File: config.mk
export PLATFORM = sky130hd
export DESIGN_NAME = tmdsrx_pixel_output
export DESIGN_NICKNAME = d
export VERILOG_FILES = /design/src/hdl/tmdsrx_pkg.sv /design/src/hdl/tmdsrx_pixel_output.sv
export SDC_FILE = /design/constraint.sdc
export NUM_CORES = 1
export LEC_CHECK = 0
export ABC_AREA = 1
export BUFFER_PORTS_ARGS = -buffer_cell sky130_fd_sc_hd__buf_2
export CAP_MARGIN = 10
export CORE_UTILIZATION = 50
export DETAILED_ROUTE_END_ITERATION = 8
export PLACE_DENSITY = 0.74
export SLEW_MARGIN = 20
export SYNTH_ARGS = -nofsm -noshare
export SYNTH_HDL_FRONTEND = slang
export SYNTH_SLANG_ARGS = --single-unit
File: constraint.sdc
create_clock -name i_core_clk -period 15 [get_ports i_core_clk]
set_clock_uncertainty 0.2 [all_clocks]
set_input_delay 3.75 -clock i_core_clk [delete_from_list [all_inputs] [get_ports i_core_clk]]
set_output_delay 3.75 -clock i_core_clk [all_outputs]
set_load 0.01 [all_outputs]
File: src/hdl/tmdsrx_pkg.sv
// Package: shared types and constants of the receiver pixel output block
package tmdsrx_pkg;
   // ==================================================
   // Carriers
   typedef struct packed {
      logic [7:0] red;
      logic [7:0] green;
      logic [7:0] blue;
   } tmdsrx_pix_t;
   typedef struct packed {
      logic de;
      logic vsync;
      logic hsync;
      logic aux_b;
      logic aux_a;
   } tmdsrx_ctl_t;
   typedef enum logic {
      TMDSRX_OCK_LO = 1'b0,
      TMDSRX_OCK_HI = 1'b1
   } tmdsrx_ock_t;
   // ==================================================
   // Timing
   localparam int unsigned CLK_PERIOD_NS = 100;
   localparam int unsigned LINK_TMO_NS = 100000;
   localparam int unsigned LINK_TMO_CYC = LINK_TMO_NS / CLK_PERIOD_NS;
   localparam int unsigned OCK_LOW_NS = 400;
   localparam int unsigned OCK_LOW_CYC = (OCK_LOW_NS + CLK_PERIOD_NS - 1) / CLK_PERIOD_NS;
   localparam int unsigned STAGGER_SEL_N_LAG_NS = 200;
   localparam int unsigned STAGGER_SEL_N_LAG_CYC = STAGGER_SEL_N_LAG_NS / CLK_PERIOD_NS;
   // ==================================================
   // Registers
   localparam logic [3:0] CTRL_OFS = 4'h0;
   localparam logic [3:0] STATUS_OFS = 4'h4;
   localparam logic CTRL_RST = 1'b0;
   localparam int unsigned CTRL_SOFT_OFF_BIT = 0;
   localparam int unsigned STATUS_LINK_BIT = 0;
   localparam int unsigned STATUS_DUAL_BIT = 1;
   localparam int unsigned STATUS_STAGGER_SEL_N_BIT = 2;
   localparam int unsigned STATUS_PHASE_BIT = 3;
   localparam int unsigned STATUS_RESERVED_PIN_BIT = 4;
endpackage

File: src/hdl/tmdsrx_pixel_output.sv
// Module: pixel output stage of the receiver with link detect and register slave
//
// The register offsets and the Avalon-MM interface to the registers were left to the implementer.
`timescale 1ns/10ps
module tmdsrx_pixel_output #(
   parameter int unsigned LINK_TMO = tmdsrx_pkg::LINK_TMO_CYC
) (
   // Clock and reset
   input wire logic i_core_clk,
   input wire logic i_rst,
   // Link side, decoded lanes
   input wire logic i_link_clk_in,
   input wire logic [7:0] i_lane0_in,
   input wire logic [7:0] i_lane1_in,
   input wire logic [7:0] i_lane2_in,
   input wire logic i_video_active_en,
   // Mode and power pins
   input wire logic i_pixels_per_clk_sel,
   input wire logic i_stagger_sel_n,
   input wire logic i_out_drive_pwrdn_n,
   input wire logic i_chip_pwrdn_n,
   input wire logic i_reserved_pin,
   // Pixel outputs
   output tmdsrx_pkg::tmdsrx_pix_t o_even_pixel_bus,
   output tmdsrx_pkg::tmdsrx_pix_t o_odd_pixel_bus,
   output tmdsrx_pkg::tmdsrx_ctl_t o_ctl,
   output logic o_out_pixel_clk,
   output logic o_link_detect,
   // Output enables
   output logic o_pix_oe,
   output logic o_aux_ctrl_a_oe,
   output logic o_link_detect_oe,
   // Avalon-MM slave
   input wire logic [3:0] i_avs_address,
   input wire logic i_avs_read,
   input wire logic i_avs_write,
   input wire logic [31:0] i_avs_writedata,
   input wire logic [3:0] i_avs_byteenable,
   output logic [31:0] o_avs_readdata,
   output logic o_avs_waitrequest
);
   localparam int SW = 31;
   localparam int TW = $clog2(LINK_TMO + 1);
   localparam int LAG = tmdsrx_pkg::STAGGER_SEL_N_LAG_CYC;

   // ==================================================
   // Input synchronisers
   logic [SW-1:0] raw, s1_q, s2_q;
   logic lclk_d_q, de_d_q;
   logic lclk_s, de_s, pixels_per_clk_sel_s, stagger_sel_n_n_s, pdo_s, pd_s, reserved_pin_s;
   logic [7:0] lane0_s, lane1_s, lane2_s;
   assign raw = {i_link_clk_in, i_video_active_en, i_lane2_in, i_lane1_in, i_lane0_in,
                 i_pixels_per_clk_sel, i_stagger_sel_n, i_out_drive_pwrdn_n, i_chip_pwrdn_n, i_reserved_pin};
   // Two stages for every pin; only the second stage is read
   always_ff @(posedge i_core_clk or posedge i_rst) begin
      if (i_rst) begin
         s1_q <= '0;
         s2_q <= '0;
      end else begin
         s1_q <= raw;
         s2_q <= s1_q;
      end
   end
   assign lclk_s = s2_q[30];
   assign de_s = s2_q[29];
   assign lane2_s = s2_q[28:21];
   assign lane1_s = s2_q[20:13];
   assign lane0_s = s2_q[12:5];
   assign pixels_per_clk_sel_s = s2_q[4];
   assign stagger_sel_n_n_s = s2_q[3];
   assign pdo_s = s2_q[2];
   assign pd_s = s2_q[1];
   assign reserved_pin_s = s2_q[0];
   // Edge history of link clock and data enable
   always_ff @(posedge i_core_clk or posedge i_rst) begin
      if (i_rst) begin
         lclk_d_q <= 1'b0;
         de_d_q <= 1'b0;
      end else begin
         lclk_d_q <= lclk_s;
         de_d_q <= de_s;
      end
   end

   // ==================================================
   // Pixel capture and mode
   logic cap, dual, stagger_sel_n_on, upd, odd_ld, phase_q, de_edge;
   tmdsrx_pkg::tmdsrx_pix_t lane_pix, even_hold_q, odd_keep_q, odd_src, even_q, odd_q;
   logic [LAG-1:0] upd_dly_q;
   // Capture on the link clock falling edge: data sit mid-period, far from their change
   assign cap = lclk_d_q & ~lclk_s;
   assign dual = pixels_per_clk_sel_s;
   assign stagger_sel_n_on = dual & ~stagger_sel_n_n_s;
   assign lane_pix = {lane2_s, lane1_s, lane0_s};
   assign upd = cap & (~dual | ~de_s | phase_q);
   assign odd_src = de_s ? lane_pix : '0;
   assign de_edge = de_s ^ de_d_q;
   // Pixel parity restarts at zero in each blanking gap
   always_ff @(posedge i_core_clk or posedge i_rst) begin
      if (i_rst) begin
         phase_q <= 1'b0;
      end else if (cap) begin
         phase_q <= de_s ? ~phase_q : 1'b0;
      end
   end
   // Even pixel parked until its odd partner arrives
   always_ff @(posedge i_core_clk or posedge i_rst) begin
      if (i_rst) begin
         even_hold_q <= '0;
      end else if (cap & dual & de_s & ~phase_q) begin
         even_hold_q <= lane_pix;
      end
   end
   // Even bus: every pixel in single mode, parked even pixel in dual mode
   always_ff @(posedge i_core_clk or posedge i_rst) begin
      if (i_rst) begin
         even_q <= '0;
      end else if (upd) begin
         if (!de_s) begin
            even_q <= '0;
         end else if (dual) begin
            even_q <= even_hold_q;
         end else begin
            even_q <= lane_pix;
         end
      end
   end
   // Stagger delay line; the lag stays under the clock low time so data settle first
   always_ff @(posedge i_core_clk or posedge i_rst) begin
      if (i_rst) begin
         upd_dly_q <= '0;
         odd_keep_q <= '0;
      end else begin
         upd_dly_q <= {upd_dly_q[LAG-2:0], upd};
         if (upd) begin
            odd_keep_q <= odd_src;
         end
      end
   end
   assign odd_ld = stagger_sel_n_on ? upd_dly_q[LAG-1] : upd;
   // Odd bus is forced low whenever single mode is chosen
   always_ff @(posedge i_core_clk or posedge i_rst) begin
      if (i_rst) begin
         odd_q <= '0;
      end else if (!dual) begin
         odd_q <= '0;
      end else if (odd_ld) begin
         odd_q <= stagger_sel_n_on ? odd_keep_q : odd_src;
      end
   end
   assign o_even_pixel_bus = even_q;
   assign o_odd_pixel_bus = odd_q;

   // ==================================================
   // Control outputs; syncs hold their last blanking value through active video
   tmdsrx_pkg::tmdsrx_ctl_t ctl_q;
   always_ff @(posedge i_core_clk or posedge i_rst) begin
      if (i_rst) begin
         ctl_q <= '0;
      end else if (upd) begin
         ctl_q.de <= de_s;
         if (!de_s) begin
            ctl_q.hsync <= lane0_s[0];
            ctl_q.vsync <= lane0_s[1];
            ctl_q.aux_a <= lane1_s[0];
            ctl_q.aux_b <= lane2_s[0];
         end
      end
   end
   assign o_ctl = ctl_q;

   // ==================================================
   // Output pixel clock: falls with each update, rises after the low time
   tmdsrx_pkg::tmdsrx_ock_t ock_q;
   logic [2:0] ock_cnt_q;
   always_ff @(posedge i_core_clk or posedge i_rst) begin
      if (i_rst) begin
         ock_q <= tmdsrx_pkg::TMDSRX_OCK_HI;
         ock_cnt_q <= '0;
      end else if (upd) begin
         ock_q <= tmdsrx_pkg::TMDSRX_OCK_LO;
         ock_cnt_q <= '0;
      end else begin
         case (ock_q)
            tmdsrx_pkg::TMDSRX_OCK_LO: begin
               if (ock_cnt_q == 3'(tmdsrx_pkg::OCK_LOW_CYC - 1)) begin
                  ock_q <= tmdsrx_pkg::TMDSRX_OCK_HI;
               end else begin
                  ock_cnt_q <= ock_cnt_q + 3'h1;
               end
            end
            default: begin
               ock_q <= tmdsrx_pkg::TMDSRX_OCK_HI;
            end
         endcase
      end
   end
   assign o_out_pixel_clk = (ock_q == tmdsrx_pkg::TMDSRX_OCK_HI);

   // ==================================================
   // Link detect from data enable activity
   logic link_q;
   logic [TW-1:0] link_cnt_q;
   always_ff @(posedge i_core_clk or posedge i_rst) begin
      if (i_rst) begin
         link_q <= 1'b0;
         link_cnt_q <= '0;
      end else if (de_edge) begin
         link_q <= 1'b1;
         link_cnt_q <= '0;
      end else if (link_cnt_q == TW'(LINK_TMO - 1)) begin
         link_q <= 1'b0;
      end else begin
         link_cnt_q <= link_cnt_q + 1'b1;
      end
   end
   assign o_link_detect = link_q;

   // ==================================================
   // Register slave, one wait state on every access
   logic ctrl_soft_off_q, ack_q, req;
   logic [31:0] rdata_q;
   assign req = i_avs_read | i_avs_write;
   assign o_avs_waitrequest = req & ~ack_q;
   always_ff @(posedge i_core_clk or posedge i_rst) begin
      if (i_rst) begin
         ack_q <= 1'b0;
      end else begin
         ack_q <= req & ~ack_q;
      end
   end
   // Read data latched in the wait cycle, unmapped addresses read zero
   always_ff @(posedge i_core_clk or posedge i_rst) begin
      if (i_rst) begin
         rdata_q <= '0;
      end else if (i_avs_read & ~ack_q) begin
         rdata_q <= '0;
         if (i_avs_address == tmdsrx_pkg::CTRL_OFS) begin
            rdata_q[tmdsrx_pkg::CTRL_SOFT_OFF_BIT] <= ctrl_soft_off_q;
         end else if (i_avs_address == tmdsrx_pkg::STATUS_OFS) begin
            rdata_q[tmdsrx_pkg::STATUS_LINK_BIT] <= link_q;
            rdata_q[tmdsrx_pkg::STATUS_DUAL_BIT] <= dual;
            rdata_q[tmdsrx_pkg::STATUS_STAGGER_SEL_N_BIT] <= stagger_sel_n_on;
            rdata_q[tmdsrx_pkg::STATUS_PHASE_BIT] <= phase_q;
            rdata_q[tmdsrx_pkg::STATUS_RESERVED_PIN_BIT] <= reserved_pin_s;
         end
      end
   end
   assign o_avs_readdata = rdata_q;
   // Write lands on the edge after the wait state, when waitrequest is low
   always_ff @(posedge i_core_clk or posedge i_rst) begin
      if (i_rst) begin
         ctrl_soft_off_q <= tmdsrx_pkg::CTRL_RST;
      end else if (i_avs_write & ack_q & i_avs_byteenable[0] & (i_avs_address == tmdsrx_pkg::CTRL_OFS)) begin
         ctrl_soft_off_q <= i_avs_writedata[tmdsrx_pkg::CTRL_SOFT_OFF_BIT];
      end
   end

   // ==================================================
   // Output enables; link detect and aux a keep driving through output power-down
   logic pix_oe_q, keep_oe_q;
   always_ff @(posedge i_core_clk or posedge i_rst) begin
      if (i_rst) begin
         pix_oe_q <= 1'b0;
         keep_oe_q <= 1'b0;
      end else begin
         pix_oe_q <= pdo_s & pd_s & ~ctrl_soft_off_q;
         keep_oe_q <= pd_s;
      end
   end
   assign o_pix_oe = pix_oe_q;
   assign o_aux_ctrl_a_oe = keep_oe_q;
   assign o_link_detect_oe = keep_oe_q;
endmodule // tmdsrx_pixel_output

---- Word level (Yosys, flattened, before mapping) ----
Cells that the tools add are included.
cells by class
  multiplexer cells ....................... 21
  bitwise gates (word level) .............. 24
  $lt $le $gt $ge ......................... 0
  reductions and logical operators ........ 4
  $mul .................................... 0
  equality and inequality tests ........... 7
  add/subtract/negate cells ............... 2
  shifts and indexed selects .............. 0
  divide/modulo/power cells ............... 0
operator list
  operator                                                number
  two-way mux 24 bit                                      6
  two-way mux 10 bit                                      2
  bitwise AND 1 bit                                       13
  adder 10 x 1 -> 10 bit (second input constant)          1
  equality test 10 bit (second input constant)            1
  two-way mux 3 bit                                       3
  two-way mux 1 bit                                       8
  NOT 1 bit                                               7
  inequality test 2 bit (second input constant)           3
  two-way mux 5 bit                                       1
  equality test 4 x 3 -> 1 bit (second input constant)    1
  logical NOT 4 bit                                       1
  two-way mux 4 bit                                       1
  AND reduction 2 bit                                     2
  adder 3 x 1 -> 3 bit (second input constant)            1
  equality test 3 x 2 -> 1 bit (second input constant)    1
  OR 1 bit                                                3
  inequality test 2 x 1 -> 1 bit (second input constant)  1
  nonzero test 2 bit                                      1
  XOR 1 bit                                               1
word-level totals
  RAM bits ................................ 0
  bits in read-only memories .............. 0
  bits in latches ......................... 0
  register bits ........................... 192
  output and inout port bits .............. 91
  input port bits ......................... 75
  memories kept ........................... 0
  word-level logic and storage cells ...... 90

---- Depth between registers and ports, before layout ----
  depth in word-level cells ............... 7
  mapped depth ............................ 8
  gate-level depth less buffers ........... 8

---- Least setup slack after synthesis ----
Ideal clock, no wire load.
  path type ............................... input port to output port
  start point ............................. input i_avs_write
  end point ............................... output o_avs_waitrequest
  data arrival time ....................... 3.959 ns
  cell stages on the path ................. 2
  data required time ...................... 11.050 ns
  path buffers ............................ 0
  setup slack ............................. 7.091 ns
  cells stage by stage .................... nor2_1 -> nor2_1
between the ends
  word-level cells in the longest chain between the ends .. 2
ends and longest elaborated chain
  what               RTL line                    RTL
  from (decl)        tmdsrx_pixel_output.sv:36   input wire logic i_avs_write,
  OR 1 bit           tmdsrx_pixel_output.sv:223  assign req = i_avs_read | i_avs_write;
  bitwise AND 1 bit  tmdsrx_pixel_output.sv:224  assign o_avs_waitrequest = req & ~ack_q;
  to (decl)          tmdsrx_pixel_output.sv:40   output logic o_avs_waitrequest
Every way passes these cells.

---- Final worst setup path ----
Ends and elaborated chain as after synthesis.

==> summary.md <==
| Metric | Value |
|---|---|
| Final worst setup slack | 6902 ps |
| Clk slew on worst S/H paths | 70 ps |
| Vias per std cell | 4.926 |
| Main combinational cell family by area after synthesis | simple AND/OR/NAND/NOR gates |
| CTS root buf | clkbuf_16 |
| Port-buffer cells | 104 |
| Largest net degree at the start of global routing | 137 |
| Synth Area in Adders | 0.4986% |
| # hold bufs at CTS | 0 |
| Final setup vio count | 0 |
| Max stage delay cell, worst path | buf_2 |
| # resized after CTS | 0 |
| HPWL Detailed | 9.025 mm |
| Final Routed Wirelength | 14.53 mm |
| Tot GR Track Use | 19.93% |
| I/O Pins | 166 |
| Number of post-CTS setup repair buffers | 0 |
| Synthesis warning total | 0 |
| Syn Inst Count | 794 |
| Final period util | 53.99% |
| H-tree levels | 4 |
| Mapped cell area | 0.007528 mm² |
| First DRT Iteration DRCs | 505 |
| Tmin final | 8098 ps |
| Initial antenna violation count | 0 |
| Worst Setup Path Type | input port to output port |
| Worst path max stage delay | 130 ps |
| Max-slew violations | 0 |
| Drt first pass iters | 5 |
| Hold crit path type | flip-flop to flip-flop |
| Die Ht | 124.7 µm |
| ANT nets after route | 0 |
| Delay-heaviest family, CP | buffers and inverters |
| Skew-Pair Late Insertion Delay | 430 ps |
| Seq/Total Area, Yosys | 63.84% |
| Number of cells on the critical path | 4 |
| Clock buffer depth | 2 |
| Worst Tran Pin Value | 1021 ps |
| Die outline area | 0.01555 mm² |
| Post-place instance area | 0.008035 mm² |
| Mux cell area share after synthesis | 0% |
| Post-route cell area | 0.008646 mm² |
| Crit Path Max Fanout | 2 |
| Routed WL per cell | 13.41 µm |
| Max-Cap Viols | 0 |
| Post-synth cell types | 29 |
| RSZ-0062 raised after global routing | no |
| Slew HR | 31.86% |
| Final design utilization | 59.26% |
| Crit path launch type | input port |
| Chip width | 124.7 µm |
| Most frequent cells in the layout | nand2_1, dfrtp_1, buf_2, o21ai_0, inv_1 |
| Global-route wire length before repair | 24.50 mm |
| Share of cells above drive strength 1 | 16.78% |
| Maximum vdd drop | 0.00009592 V |
| Vias in the first global route | 4975 |
| Simple-gate share of the synthesized area | 19.35% |
| Status | finished clean |
| Pwr dens | 139.3 mW/mm² |
| CTS tree | done |
| Most common library cell in the layout ignoring fill and taps | nand2_1 |
| Effective utilization at floorplan | 51.60% |
| Clk sinks | 192 |
| Hold Crit Depth | 0 |
| Fmax | 0.1235 GHz |
| Post-route setup TNS | 0 ps |
| # rows | 44 |
| DRC | 0 |
| Area Overhead vs Synth | 14.84% |
| Hold Fails Final Rpt | 0 |
| Place WS | 6900 ps |
| Number of vias in the routed layout | 5340 |
| FF-to-FF path depth | 6 |
| FF+latch count, synth | 192 |
| CP Buf/Inv Count | 2 |
| CTS buffer count | 17 |
| Mean area per synthesized cell | 9.482 µm² |
| Total global routing overflow | 0 |
| GP Congestion | 0.8302 |
| Compound-cell area share of the yosys netlist | 7.811% |
| Core area | 0.01459 mm² |
| Layout Nets | 965 |
| Worst path required time | 11050 ps |
| Fillcell total | 1229 |
| CP cell instances | buf_2, nor2_1, nor2_1, buf_2 |
| Crit. End Element | output port |
| Synth Area in XOR/XNOR | 0.5983% |
| Arrival time worst endpoint | 4150 ps |
| Antenna Cells | 0 |
| Leak | 4.582 nW |
[registers in the layout, indices dropped and copies added (netlist names), 2 cells and up]
name / count
ock_cnt_q: 3
o_odd_pixel_bus: 24
odd_keep_q: 24
o_avs_readdata: 5
o_even_pixel_bus: 24
link_cnt_q: 10
s2_q: 31
o_ctl: 5
upd_dly_q: 2
even_hold_q: 24
s1_q: 31
[path summary, 6_finish.rpt]
path | slack [ps] | endpoint | startpoint
worst min register to register | 140 | s2_q[23]$_DFF_PP0_ | s1_q[23]$_DFF_PP0_
worst min-delay path | 140 | s2_q[23]$_DFF_PP0_ | s1_q[23]$_DFF_PP0_
worst max-delay path | 6900 | o_avs_waitrequest | i_avs_write
worst max register to register | 12080 | o_odd_pixel_bus[17]$_DFFE_PP0P_ | s2_q[29]$_DFF_PP0_
min in group asynchronous | 3320 | s2_q[23]$_DFF_PP0_ | i_rst
max in group asynchronous | 10060 | o_even_pixel_bus[2]$_DFFE_PP0P_ | i_rst
[power by group]
| group | internal [mW] | switching (mW) |
|---|---|---|
| clock network | 0.256 | 0.194 |
| registers | 0.577 | 0.0338 |
| logic | 0.0540 | 0.0886 |
| total | 0.888 | 0.316 |
[layout make-up]
class / instances / area, µm² / area share [%]
clock buffers: 21 / 460.4 / 5.326
clock inverters: 11 / 137.6 / 1.592
inverters: 54 / 210.2 / 2.431
multi-input cells: 513 / 2243 / 25.95
flip-flops and latches: 192 / 4806 / 55.59
well taps: 184 / 230.2 / 2.663
repair buffers: 109 / 558.0 / 6.454
[cell usage after synthesis, drive strengths merged]
master,count,area (µm²)
buf,54,362.9
nand3b,1,7.510
nand4,3,18.77
dfrtp,191,4780
dfstp,1,26.28
o21ai,106,541.8
ha,3,37.54
nand2,289,1085
nand3,40,205.2
o21a,1,7.510
or2,1,6.260
conb,1,3.750
inv,54,202.7
nor2,29,113.9
xnor2,3,45.05
nor3,4,20.02
a21oi,4,23.77
clkbuf,7,26.28
o31ai,2,15.01
[stage by stage]
stage          std cells  power (mW)  hold WS [ps]
2_1_floorplan        820      0.7182         131.2
3_5_place_dp        1052      0.7634         134.7
3_3_place_gp        1052      0.7572         132.0
4_1_cts             1084       1.216         141.0
5_1_grt             1084       1.266         147.2
6_report            1084       1.204         139.6
[routing by layer]
metal	share of wire [%]	GRT usage, %	up-vias
met2	44	29.28	158
met3	5.7	4.768	19
met1	49	29.21	2537
met4	1.2	6.449	0
li1	-	-	2626
met5	0	0	-
[cell families after synthesis]
group	after synthesis
AO/OA/AOI/OAI	113
other	1
AND/OR/NAND/NOR	367
adder cells (fa/ha/maj)	3
flip-flops	192
buffers and inverters	115
XOR/XNOR	3
[worst reg2reg max path, cell delays in order, from the launching register on]
cell,delay (ps)
dfrtp_1,320
buf_4,340
nand3_2,180
nand3_1,660
nand2_1,760
nand2_1,260
nand2_1,80
Power figures use the tool's default switching activity.
